File: src/design/scpc_regs.svh
// Purpose: register offsets, field positions and reset values of the serial pin control block
// Assumes: 32-bit AXI4-Lite words, 8-bit byte address
// Notes: every field sits in byte lane 0
`ifndef SCPC_REGS_SVH
`define SCPC_REGS_SVH

`define SCPC_ADDR_W 8
`define SCPC_MCTL0_OFS 8'h00
`define SCPC_FCTL0_OFS 8'h04
`define SCPC_MSTAT0_OFS 8'h08
`define SCPC_MCTL1_OFS 8'h0c
`define SCPC_FCTL1_OFS 8'h10
`define SCPC_MSTAT1_OFS 8'h14
`define SCPC_PCTL_OFS 8'h18
`define SCPC_PSTAT_OFS 8'h1c
`define SCPC_IRQ_STAT_OFS 8'h20
`define SCPC_IRQ_EN_OFS 8'h24
`define SCPC_IRQ_CLR_OFS 8'h28

`define SCPC_MCTL_RTS_BIT 1
`define SCPC_MCTL_LOOP_BIT 4
`define SCPC_FCTL_FIFO_EN_BIT 0
`define SCPC_FCTL_DMA_SEL_BIT 3
`define SCPC_MSTAT_RING_EDGE_BIT 2
`define SCPC_MSTAT_RING_LEVEL_BIT 6
`define SCPC_PCTL_SELECT_BIT 0
`define SCPC_PSTAT_SELECTED_BIT 0
`define SCPC_PSTAT_LINE_BIT 1

`define SCPC_CTL_RESET 8'h00
`define SCPC_IRQ_W 4
`define SCPC_IRQ_RESET 4'h0
`define SCPC_RESP_OKAY 2'b00
`define SCPC_RESP_SLVERR 2'b10

`endif

File: src/design/scpc_pkg.sv
// Purpose: shared types of the serial pin control block
// Assumes: nothing beyond the register header
// Notes: one-hot codes are written out
package scpc_pkg;
   typedef enum logic [1:0] {
      scpc_dma_single = 2'b01,
      scpc_dma_multi = 2'b10
   } scpc_dma_mode_t;
endpackage

File: src/design/scpc_irq.sv
// Purpose: sticky interrupt status with enable and write-one-to-clear
// Assumes: events are one-cycle pulses
// Notes: a set beats a clear here; scpc_top masks event_pulse with the status, so a clear of a set bit wins
`timescale 1ns/10ps
module scpc_irq #(
   parameter int W = 4
) (
   // clock and reset
   input wire logic aclk,
   input wire logic aresetn,
   // events and software control
   input wire logic [W-1:0] event_pulse,
   input wire logic [W-1:0] enable,
   input wire logic [W-1:0] clear,
   // state
   output logic [W-1:0] status_q,
   output logic irq_q
);
   always_ff @(posedge aclk) begin
      if (!aresetn) begin
         status_q <= '0;
      end else begin
         status_q <= (status_q & ~clear) | event_pulse;
      end
   end

   // registered so the output comes from a flop; one cycle behind status
   always_ff @(posedge aclk) begin
      if (!aresetn) begin
         irq_q <= 1'b0;
      end else begin
         irq_q <= |(status_q & enable);
      end
   end
endmodule

File: src/design/scpc_channel.sv
// Purpose: pin behaviour of one serial channel
// Assumes: pin inputs synchronous to aclk
// Notes: receiver and transmitter datapaths live outside
`timescale 1ns/10ps
module scpc_channel
   import scpc_pkg::*;
(
   // clock and reset
   input wire logic aclk,
   input wire logic aresetn,
   // control bits
   input wire logic request_send_control_bit,
   input wire logic loop_mode,
   input wire logic fifo_enable_bit,
   input wire logic dma_mode_select_bit,
   input wire logic mstat_read,
   // receiver and transmitter state
   input wire logic rx_has_data,
   input wire logic rx_trigger,
   input wire logic rx_timeout,
   input wire logic tx_enabled,
   input wire logic tx_empty,
   input wire logic tx_bit,
   // pins
   input wire logic ring_in,
   input wire logic serial_input_pin,
   output logic rts_n_q,
   output logic receiver_dma_ready_n_q,
   output logic serial_output_pin_q,
   output logic rx_serial_q,
   output logic ring_level_q,
   output logic ring_trailing_edge_flag_q,
   output logic rx_ready_event
);
   scpc_dma_mode_t mode;
   logic ring_prev_q;
   logic ring_fall;
   logic rdy_n_d;

   // fifo off forces single transfer mode
   assign mode = (fifo_enable_bit && dma_mode_select_bit) ? scpc_dma_multi
                                                         : scpc_dma_single;

   always_comb begin
      rdy_n_d = receiver_dma_ready_n_q;
      case (mode)
         scpc_dma_single: rdy_n_d = !rx_has_data;
         scpc_dma_multi: begin
            if (!rx_has_data) begin
               rdy_n_d = 1'b1;
            end else if (rx_trigger || rx_timeout) begin
               rdy_n_d = 1'b0;
            end
         end
         default: rdy_n_d = 1'b1;
      endcase
   end

   assign rx_ready_event = receiver_dma_ready_n_q && !rdy_n_d && aresetn;

   always_ff @(posedge aclk) begin
      if (!aresetn) begin
         receiver_dma_ready_n_q <= 1'b1;
      end else begin
         receiver_dma_ready_n_q <= rdy_n_d;
      end
   end

   always_ff @(posedge aclk) begin
      if (!aresetn) begin
         rts_n_q <= 1'b1;
      end else begin
         rts_n_q <= !request_send_control_bit;
      end
   end

   // high is mark; loop mode feeds the transmitter back instead of the pin
   always_ff @(posedge aclk) begin
      if (!aresetn) begin
         rx_serial_q <= 1'b1;
         serial_output_pin_q <= 1'b1;
      end else begin
         rx_serial_q <= loop_mode ? tx_bit : serial_input_pin;
         serial_output_pin_q <= (!tx_enabled || tx_empty || loop_mode) ? 1'b1 : tx_bit;
      end
   end

   assign ring_fall = ring_prev_q && !ring_in;

   always_ff @(posedge aclk) begin
      if (!aresetn) begin
         ring_prev_q <= 1'b0;
         ring_level_q <= 1'b0;
      end else begin
         ring_prev_q <= ring_in;
         ring_level_q <= ring_in;
      end
   end

   // a fall in the read cycle survives the clear
   always_ff @(posedge aclk) begin
      if (!aresetn) begin
         ring_trailing_edge_flag_q <= 1'b0;
      end else if (ring_fall) begin
         ring_trailing_edge_flag_q <= 1'b1;
      end else if (mstat_read) begin
         ring_trailing_edge_flag_q <= 1'b0;
      end
   end
endmodule

File: src/design/scpc_top.sv
// Purpose: two serial channels' pin control and printer select, behind AXI4-Lite
// Assumes: single clock aclk at 125 MHz, synchronous active-low reset
// Notes: receiver fifo state and transmitter bit come from the datapath outside
`timescale 1ns/10ps
`include "scpc_regs.svh"

// Function
// - rts low while request bit set
// - reset forces both rts high
// - dma mode select only with fifo on
// - mode 0 ready low while data held
// - mode 0 ready high once empty
// - mode 1 ready low at trigger/timeout
// - mode 1 ready held until empty
// - ring level readable in status bit 6
// - ring falling edge flag in bit 2
// - serial input high mark, low space
// - loop mode ignores serial input pin
// - serial output mark when idle or reset
// - open-drain select line, low selects
module scpc_top
   import scpc_pkg::*;
(
   // clock and reset
   input wire logic aclk,
   input wire logic aresetn,
   // axi4-lite write address
   input wire logic [`SCPC_ADDR_W-1:0] awaddr,
   input wire logic [2:0] awprot,
   input wire logic awvalid,
   output logic awready,
   // axi4-lite write data
   input wire logic [31:0] wdata,
   input wire logic [3:0] wstrb,
   input wire logic wvalid,
   output logic wready,
   // axi4-lite write response
   output logic [1:0] bresp,
   output logic bvalid,
   input wire logic bready,
   // axi4-lite read address
   input wire logic [`SCPC_ADDR_W-1:0] araddr,
   input wire logic [2:0] arprot,
   input wire logic arvalid,
   output logic arready,
   // axi4-lite read data
   output logic [31:0] rdata,
   output logic [1:0] rresp,
   output logic rvalid,
   input wire logic rready,
   // receiver and transmitter state, one bit per channel
   input wire logic [1:0] rx_has_data,
   input wire logic [1:0] rx_trigger,
   input wire logic [1:0] rx_timeout,
   input wire logic [1:0] tx_enabled,
   input wire logic [1:0] tx_empty,
   input wire logic [1:0] tx_bit,
   // serial pins
   input wire logic [1:0] ring_in,
   input wire logic [1:0] serial_input_pin,
   output logic [1:0] rts_n,
   output logic [1:0] receiver_dma_ready_n,
   output logic [1:0] serial_output_pin,
   output logic [1:0] rx_serial,
   // printer pins
   input wire logic printer_selected_input,
   input wire logic printer_select_line_i,
   output logic printer_select_line_o,
   output logic printer_select_line_oe,
   // interrupt
   output logic irq
);
   // write channel state
   logic aw_held_q;
   logic w_held_q;
   logic [`SCPC_ADDR_W-1:0] aw_addr_q;
   logic [31:0] w_data_q;
   logic [3:0] w_strb_q;
   logic aw_take;
   logic w_take;
   logic do_write;
   logic wr_lane0;
   logic wr_hit;
   // read channel state
   logic ar_take;
   logic [31:0] rd_data;
   logic rd_hit;
   // control registers
   logic [7:0] mctl_q [2];
   logic [7:0] fctl_q [2];
   logic pctl_q;
   logic [`SCPC_IRQ_W-1:0] irq_en_q;
   logic [`SCPC_IRQ_W-1:0] irq_clr;
   logic [`SCPC_IRQ_W-1:0] irq_status;
   logic [`SCPC_IRQ_W-1:0] irq_event;
   // per channel status
   logic [1:0] mstat_read;
   logic [1:0] ring_level;
   logic [1:0] ring_edge;
   logic [1:0] ring_edge_q;
   logic [1:0] rx_ready_event;
   logic selected_q;
   logic line_q;

   assign aw_take = awvalid && awready;
   assign w_take = wvalid && wready;
   assign ar_take = arvalid && arready;
   assign do_write = aw_held_q && w_held_q && !bvalid;
   assign wr_lane0 = w_strb_q[0];

   // address and data may arrive in either order; each is held until both are in
   always_ff @(posedge aclk) begin
      if (!aresetn) begin
         aw_held_q <= 1'b0;
         aw_addr_q <= '0;
      end else if (aw_take) begin
         aw_held_q <= 1'b1;
         aw_addr_q <= awaddr;
      end else if (do_write) begin
         aw_held_q <= 1'b0;
      end
   end

   always_ff @(posedge aclk) begin
      if (!aresetn) begin
         w_held_q <= 1'b0;
         w_data_q <= '0;
         w_strb_q <= '0;
      end else if (w_take) begin
         w_held_q <= 1'b1;
         w_data_q <= wdata;
         w_strb_q <= wstrb;
      end else if (do_write) begin
         w_held_q <= 1'b0;
      end
   end

   // ready drops while a word is held or its response is pending
   always_ff @(posedge aclk) begin
      if (!aresetn) begin
         awready <= 1'b0;
         wready <= 1'b0;
      end else begin
         awready <= !aw_take && !(aw_held_q && !do_write) && !(bvalid && !bready);
         wready <= !w_take && !(w_held_q && !do_write) && !(bvalid && !bready);
      end
   end

   // address decode for writes
   always_comb begin
      wr_hit = 1'b1;
      if (aw_addr_q == `SCPC_MCTL0_OFS) begin
         wr_hit = 1'b1;
      end else if (aw_addr_q == `SCPC_FCTL0_OFS) begin
         wr_hit = 1'b1;
      end else if (aw_addr_q == `SCPC_MCTL1_OFS) begin
         wr_hit = 1'b1;
      end else if (aw_addr_q == `SCPC_FCTL1_OFS) begin
         wr_hit = 1'b1;
      end else if (aw_addr_q == `SCPC_PCTL_OFS) begin
         wr_hit = 1'b1;
      end else if (aw_addr_q == `SCPC_IRQ_EN_OFS) begin
         wr_hit = 1'b1;
      end else if (aw_addr_q == `SCPC_IRQ_CLR_OFS) begin
         wr_hit = 1'b1;
      end else if (aw_addr_q == `SCPC_MSTAT0_OFS || aw_addr_q == `SCPC_MSTAT1_OFS) begin
         wr_hit = 1'b1;
      end else if (aw_addr_q == `SCPC_PSTAT_OFS || aw_addr_q == `SCPC_IRQ_STAT_OFS) begin
         wr_hit = 1'b1;
      end else begin
         wr_hit = 1'b0;
      end
   end

   always_ff @(posedge aclk) begin
      if (!aresetn) begin
         bvalid <= 1'b0;
         bresp <= `SCPC_RESP_OKAY;
      end else if (do_write) begin
         bvalid <= 1'b1;
         bresp <= wr_hit ? `SCPC_RESP_OKAY : `SCPC_RESP_SLVERR;
      end else if (bready) begin
         bvalid <= 1'b0;
      end
   end

   // each channel keeps its own modem and fifo control
   always_ff @(posedge aclk) begin
      if (!aresetn) begin
         mctl_q[0] <= `SCPC_CTL_RESET;
         mctl_q[1] <= `SCPC_CTL_RESET;
         fctl_q[0] <= `SCPC_CTL_RESET;
         fctl_q[1] <= `SCPC_CTL_RESET;
      end else if (do_write && wr_lane0) begin
         if (aw_addr_q == `SCPC_MCTL0_OFS) begin
            mctl_q[0] <= w_data_q[7:0];
         end else if (aw_addr_q == `SCPC_FCTL0_OFS) begin
            fctl_q[0] <= w_data_q[7:0];
         end else if (aw_addr_q == `SCPC_MCTL1_OFS) begin
            mctl_q[1] <= w_data_q[7:0];
         end else if (aw_addr_q == `SCPC_FCTL1_OFS) begin
            fctl_q[1] <= w_data_q[7:0];
         end
      end
   end

   always_ff @(posedge aclk) begin
      if (!aresetn) begin
         pctl_q <= 1'b0;
         irq_en_q <= `SCPC_IRQ_RESET;
      end else if (do_write && wr_lane0) begin
         if (aw_addr_q == `SCPC_PCTL_OFS) begin
            pctl_q <= w_data_q[`SCPC_PCTL_SELECT_BIT];
         end else if (aw_addr_q == `SCPC_IRQ_EN_OFS) begin
            irq_en_q <= w_data_q[`SCPC_IRQ_W-1:0];
         end
      end
   end

   // the clear register stores nothing; a write is a one-cycle clear pulse
   assign irq_clr = (do_write && wr_lane0 && aw_addr_q == `SCPC_IRQ_CLR_OFS)
                    ? w_data_q[`SCPC_IRQ_W-1:0] : '0;

   // reading a modem status register clears its edge flag
   assign mstat_read[0] = ar_take && araddr == `SCPC_MSTAT0_OFS;
   assign mstat_read[1] = ar_take && araddr == `SCPC_MSTAT1_OFS;

   generate
      for (genvar ch = 0; ch < 2; ch++) begin : g_ch
         scpc_channel u_channel (
            .aclk(aclk),
            .aresetn(aresetn),
            .request_send_control_bit(mctl_q[ch][`SCPC_MCTL_RTS_BIT]),
            .loop_mode(mctl_q[ch][`SCPC_MCTL_LOOP_BIT]),
            .fifo_enable_bit(fctl_q[ch][`SCPC_FCTL_FIFO_EN_BIT]),
            .dma_mode_select_bit(fctl_q[ch][`SCPC_FCTL_DMA_SEL_BIT]),
            .mstat_read(mstat_read[ch]),
            .rx_has_data(rx_has_data[ch]),
            .rx_trigger(rx_trigger[ch]),
            .rx_timeout(rx_timeout[ch]),
            .tx_enabled(tx_enabled[ch]),
            .tx_empty(tx_empty[ch]),
            .tx_bit(tx_bit[ch]),
            .ring_in(ring_in[ch]),
            .serial_input_pin(serial_input_pin[ch]),
            .rts_n_q(rts_n[ch]),
            .receiver_dma_ready_n_q(receiver_dma_ready_n[ch]),
            .serial_output_pin_q(serial_output_pin[ch]),
            .rx_serial_q(rx_serial[ch]),
            .ring_level_q(ring_level[ch]),
            .ring_trailing_edge_flag_q(ring_edge[ch]),
            .rx_ready_event(rx_ready_event[ch])
         );
      end
   endgenerate

   // ring edge events and receiver ready activations raise the interrupt
   always_ff @(posedge aclk) begin
      if (!aresetn) begin
         irq_event <= '0;
         ring_edge_q <= '0;
      end else begin
         ring_edge_q <= ring_edge;
         irq_event <= {rx_ready_event, ring_edge & ~ring_edge_q};
      end
   end

   scpc_irq #(
      .W(`SCPC_IRQ_W)
   ) u_irq (
      .aclk(aclk),
      .aresetn(aresetn),
      .event_pulse(irq_event & ~irq_status),
      .enable(irq_en_q),
      .clear(irq_clr),
      .status_q(irq_status),
      .irq_q(irq)
   );

   // select line is open drain: only ever pulled low, released otherwise
   always_ff @(posedge aclk) begin
      if (!aresetn) begin
         printer_select_line_o <= 1'b0;
         printer_select_line_oe <= 1'b0;
      end else begin
         printer_select_line_o <= 1'b0;
         printer_select_line_oe <= pctl_q;
      end
   end

   // printer reports selection by driving its input high
   always_ff @(posedge aclk) begin
      if (!aresetn) begin
         selected_q <= 1'b0;
         line_q <= 1'b1;
      end else begin
         selected_q <= printer_selected_input;
         line_q <= printer_select_line_i;
      end
   end

   // read data mux
   always_comb begin
      rd_data = '0;
      rd_hit = 1'b1;
      if (araddr == `SCPC_MCTL0_OFS) begin
         rd_data[7:0] = mctl_q[0];
      end else if (araddr == `SCPC_FCTL0_OFS) begin
         rd_data[7:0] = fctl_q[0];
      end else if (araddr == `SCPC_MSTAT0_OFS) begin
         rd_data[`SCPC_MSTAT_RING_LEVEL_BIT] = ring_level[0];
         rd_data[`SCPC_MSTAT_RING_EDGE_BIT] = ring_edge[0];
      end else if (araddr == `SCPC_MCTL1_OFS) begin
         rd_data[7:0] = mctl_q[1];
      end else if (araddr == `SCPC_FCTL1_OFS) begin
         rd_data[7:0] = fctl_q[1];
      end else if (araddr == `SCPC_MSTAT1_OFS) begin
         rd_data[`SCPC_MSTAT_RING_LEVEL_BIT] = ring_level[1];
         rd_data[`SCPC_MSTAT_RING_EDGE_BIT] = ring_edge[1];
      end else if (araddr == `SCPC_PCTL_OFS) begin
         rd_data[`SCPC_PCTL_SELECT_BIT] = pctl_q;
      end else if (araddr == `SCPC_PSTAT_OFS) begin
         rd_data[`SCPC_PSTAT_SELECTED_BIT] = selected_q;
         rd_data[`SCPC_PSTAT_LINE_BIT] = line_q;
      end else if (araddr == `SCPC_IRQ_STAT_OFS) begin
         rd_data[`SCPC_IRQ_W-1:0] = irq_status;
      end else if (araddr == `SCPC_IRQ_EN_OFS) begin
         rd_data[`SCPC_IRQ_W-1:0] = irq_en_q;
      end else if (araddr == `SCPC_IRQ_CLR_OFS) begin
         rd_data = '0;
      end else begin
         rd_hit = 1'b0;
      end
   end

   // read answers one cycle after the address is taken
   always_ff @(posedge aclk) begin
      if (!aresetn) begin
         rvalid <= 1'b0;
         rdata <= '0;
         rresp <= `SCPC_RESP_OKAY;
      end else if (ar_take) begin
         rvalid <= 1'b1;
         rdata <= rd_data;
         rresp <= rd_hit ? `SCPC_RESP_OKAY : `SCPC_RESP_SLVERR;
      end else if (rready) begin
         rvalid <= 1'b0;
      end
   end

   always_ff @(posedge aclk) begin
      if (!aresetn) begin
         arready <= 1'b0;
      end else begin
         arready <= !ar_take && !(rvalid && !rready);
      end
   end
endmodule

File: config.mk
export PLATFORM = sky130hd
export DESIGN_NAME = scpc_top
export DESIGN_NICKNAME = d
export VERILOG_FILES = /design/src/design/scpc_pkg.sv /design/src/design/scpc_irq.sv /design/src/design/scpc_channel.sv /design/src/design/scpc_top.sv
export VERILOG_INCLUDE_DIRS = /design/src /design/src/design
export SDC_FILE = /design/constraint.sdc
export NUM_CORES = 1
export LEC_CHECK = 0
export ABC_AREA = 1
export BUFFER_PORTS_ARGS = -buffer_cell sky130_fd_sc_hd__buf_2
export CORE_MARGIN = 2
export CORE_UTILIZATION = 35
export CTS_CLUSTER_DIAMETER = 30
export CTS_CLUSTER_SIZE = 28
export DETAILED_ROUTE_END_ITERATION = 8
export GPL_TIMING_DRIVEN = 0
export SETUP_SLACK_MARGIN = 0.3
export SYNTH_ARGS = -nofsm -noshare
export SYNTH_HDL_FRONTEND = slang
export SYNTH_HIERARCHICAL = 1
export SYNTH_SLANG_ARGS = --single-unit
File: constraint.sdc
create_clock -name aclk -period 1.6 [get_ports aclk]
set_input_delay 0.16 -clock aclk [delete_from_list [all_inputs] [get_ports aclk]]
set_output_delay 0.16 -clock aclk [all_outputs]
set_load 0.01 [all_outputs]
==> qor.yml <==
status:
  outcome: "complete, no violations"
drt:
  viasPerCell: 4.534
  wl_per_cell_microns: 12.70
  drt-total-wl_microns: 10050
  routed-via-count: 3586
  drt_iter0_drc: 156
  drc: 0
  final_antenna_net_count: 0
  firstDrtPassIters: 4
layout:
  layout_common_cells: "nand2_1 (94), buf_2 (74), inv_1 (66)"
  area_growth_pct: 32.00
  final_cell_area_sq_um: 5600
  final_common_cell: "nand2_1"
  drive_above_1_share_pct: 33.07
  stdcell_count: 791
  diodes: 0
  nets: 722
logic_synthesis:
  ys_types: 35
  synth_area_per_cell_sq_um: 8.238
  ys_seq_area_share_pct: 53.32
  yosys_warnings: 6
  syn_inst: 515
  ys_ff_latch: 97
  syn_area_sq_um: 4243
worst_setup_path:
  worstPathArrival_ns: 1.55
  crit_path_end_kind: "flop"
  critPathMaxStageDelay_ns: 0.35
  cp-start-kind: "flop"
  critPathMaxFanout: 4
  r2r_slack_ns: 0.14
  crit_type: "reg -> reg"
  rr_worst_depth: 9
  worstPathCellList: "nor2_4, inv_2, nor3_2, inv_2, nor3_4, buf_6, o21ai_4, buf_6, nor2_4"
  reg2reg_from: "aw_addr_q[6]"
  cp.required_ns: 1.69
  regToRegEndpoint: "mctl_q[0][8]"
  crit_slowest_cell: "dfxtp_2"
power_and_ir_drop:
  p_sw_share_pct: 24.41
  seqPwrFrac_pct: 49.8
  vdd_drop_max_mv: 0.5908
  power.leakage_nw: 2.560
  clkPwrFrac_pct: 39.8
  p_per_area_nw_per_um2: 970.2
  power_switching_mw: 1.326
  comb_power_share_pct: 10.4
  p_int_mw: 4.107
global_routing:
  grt_pass1_wl_microns: 16010
  grt_usage_pct: 15.83
  grt_overflow: 0
  antenna_found_initial: 0
  grt_pass1_vias: 3385
  grt_max_degree: 18
placement:
  place_area_sq_um: 4942
  dp_slack_ns: -0.5528
  place_congestion: 0.7973
  hpwl_microns: 7363
  place.port_buffers: 74
  dpl.cell_count: 762
timing:
  tightestPinTransition_ns: 0.5895
  finalHoldViolCount: 0
  hold_ws_ns: 0.01421
  setup_viol: 0
  relSlewSlack_pct: 60.70
  clock_skew_ns: 0.01133
  fin_ws_ns: 0.1364
  period_share_pct: 91.47
  setup_tns_ns: 0
  rsz0062_at_grt: "yes"
  final_max_slew_viol_count: 0
  period_minus_slack_ns: 1.464
  timing.fmax_mhz: 683.3
cts:
  cts_root_buffer: "clkbuf_16"
  cts_sinks: 97
  cts_tree: "built"
  clock_latency_ns: 0.34
  numCtsBuffers: 9
  path_clk_slew_ns: 0.06
  h-tree-depth: 3
  cts_buffer_depth: 2
floorplanning:
  die_area_sq_um: 13020
  dieWidth_microns: 114.1
  ios: 135
  rows: 40
  initial_core_util_pct: 35.62
  coreArea_sq_um: 11910
  die_h_microns: 114.1
flow_run:
  cap_violations: 0
min_path:
  hold_depth: 3
  hp-class: "in -> reg"
  min_from: "printer_selected_input"
  hold_path_end: "selected_q"
==> per-layer routing <==
| metal | vias to the layer above | track usage (%) | wire length, microns |
|---|---|---|---|
| met1 | 1604 | 19.87 | 4350 |
| li1 | 1843 | - | - |
| met5 | - | 0 | 0 |
| met2 | 126 | 26.47 | 4828 |
| met3 | 13 | 3.917 | 686 |
| met4 | 0 | 5.854 | 181 |
==> per-stage QoR <==
step | util, % | total power [mW]
floorplan | - | 3.068
global placement | 41.49 | 3.237
detailed placement | 41.49 | 3.248
CTS | 45.41 | 5.438
global route | 47.02 | 5.660
finish | 47.02 | 5.433
==> cell families (layout without fill, tap and decap cells) <==
logic type,count (synthesis),count (layout),synth area share [%]
AOI/OAI and AO/OA,71,71,9.201
buffers and inverters,112,215,12.39
DFF,97,97,53.32
muxes,1,1,0.2359
other,1,27,0.08838
and+or+nand+nor,233,233,24.77
==> Yosys cell counts <==
| cell type | n | area [sq um] |
|---|---|---|
| nand2_1 | 102 | 382.9 |
| nor2_1 | 79 | 296.5 |
| inv_1 | 71 | 266.5 |
| dfxtp_1 | 65 | 1301 |
| a21oi_1 | 33 | 165.2 |
| edfxtp_1 | 32 | 960.9 |
| buf_4 | 27 | 202.7 |
| o21ai_0 | 21 | 105.1 |
| nand3_1 | 16 | 80.08 |
| nand4_1 | 11 | 68.82 |
| clkbuf_1 | 6 | 22.52 |
| inv_2 | 6 | 22.52 |
| nand2_2 | 5 | 31.28 |
| nor3_1 | 5 | 25.02 |
| o21ai_1 | 5 | 25.02 |
| nor2_4 | 4 | 45.04 |
| o211ai_1 | 4 | 30.03 |
| a21boi_1 | 2 | 15.01 |
| a21oi_2 | 2 | 17.52 |
| nand3_2 | 2 | 20.02 |
| nor2_2 | 2 | 12.51 |
| nor3_2 | 2 | 20.02 |
| a31oi_1 | 1 | 6.260 |
| a41oi_1 | 1 | 8.760 |
| buf_1 | 1 | 3.750 |
| clkbuf_4 | 1 | 7.510 |
| conb_1 | 1 | 3.750 |
| mux2i_1 | 1 | 10.01 |
| nand3b_1 | 1 | 7.510 |
| nor2_8 | 1 | 20.02 |
| nor3_4 | 1 | 16.27 |
| nor3b_4 | 1 | 18.77 |
| o2111ai_1 | 1 | 8.760 |
| o21ai_2 | 1 | 8.760 |
| or2_2 | 1 | 6.260 |
==> power groups by stage <==
stage          clock network (mW)  registers [mW]  logic [mW]
3_3_place_gp                    0            2.75       0.487
2_1_floorplan                   0            2.75       0.318
3_5_place_dp                    0            2.75       0.496
5_1_grt                      2.31            2.72       0.636
4_1_cts                      2.21            2.70       0.529
6_report                     2.16            2.70       0.568
==> worst max-delay path: cells and delay by family (launching register included) <==
family / cells / cell delay, ns
flops: 1 / 0.35
compound gates: 1 / 0.20
buf+inv: 4 / 0.49
simple gates: 4 / 0.18
==> flip-flops by register name, indices dropped and copies added (netlist names), 2 cells and up <==
name / cells
rdata: 8
g_ch.u_channel/serial_output_pin_q: 2
mctl_q: 16
w_data_q: 8
ring_edge_q: 2
fctl_q: 16
g_ch.u_channel/rts_n_q: 2
g_ch.u_channel/ring_trailing_edge_flag_q: 2
irq_en_q: 4
u_irq/status_q: 4
aw_addr_q: 8
g_ch.u_channel/ring_prev_q: 2
g_ch.u_channel/receiver_dma_ready_n_q: 2
g_ch.u_channel/rx_serial_q: 2
irq_event: 4
==> what timing repair did <==
item                                    CTS  global route
hold buffers                              0             1
gates resized for setup                  30            49
setup buffers                             8             4
endpoints found under the hold margin     0             1
pin swaps                                10             5
endpoints found under the setup margin   85           102
==> worst max path at each step <==
stage / cells after the start / startpoint / end / slack, ns
after detailed placement: 4 / aresetn / mctl_q[0][13] / -0.55
after CTS: 8 / aw_addr_q[1] / u_irq/status_q[1] / 0.10
final: 9 / aw_addr_q[6] / mctl_q[0][8] / 0.14
after global placement: 4 / aresetn / mctl_q[0][1] / -0.56
after global routing: 9 / aw_addr_q[6] / mctl_q[0][1] / 0.05
after floorplan: 7 / aw_addr_q[7] / mctl_q[0][0] / 0.30
==> layout make-up <==
| type | count | area (sq um) |
|---|---|---|
| Timing Repair Buffer | 87 | 493.0 |
| Tap cell | 147 | 183.9 |
| Multi-Input combinational cell | 332 | 1804 |
| Inverter | 77 | 296.5 |
| Sequential cell | 97 | 2270 |
| Fill cell | 1152 | 6311 |
| Buffer | 35 | 245.2 |
| Clock buffer | 12 | 277.8 |
| Clock inverter | 4 | 30.03 |
Note: power is estimated with default switching activity, not from simulation.
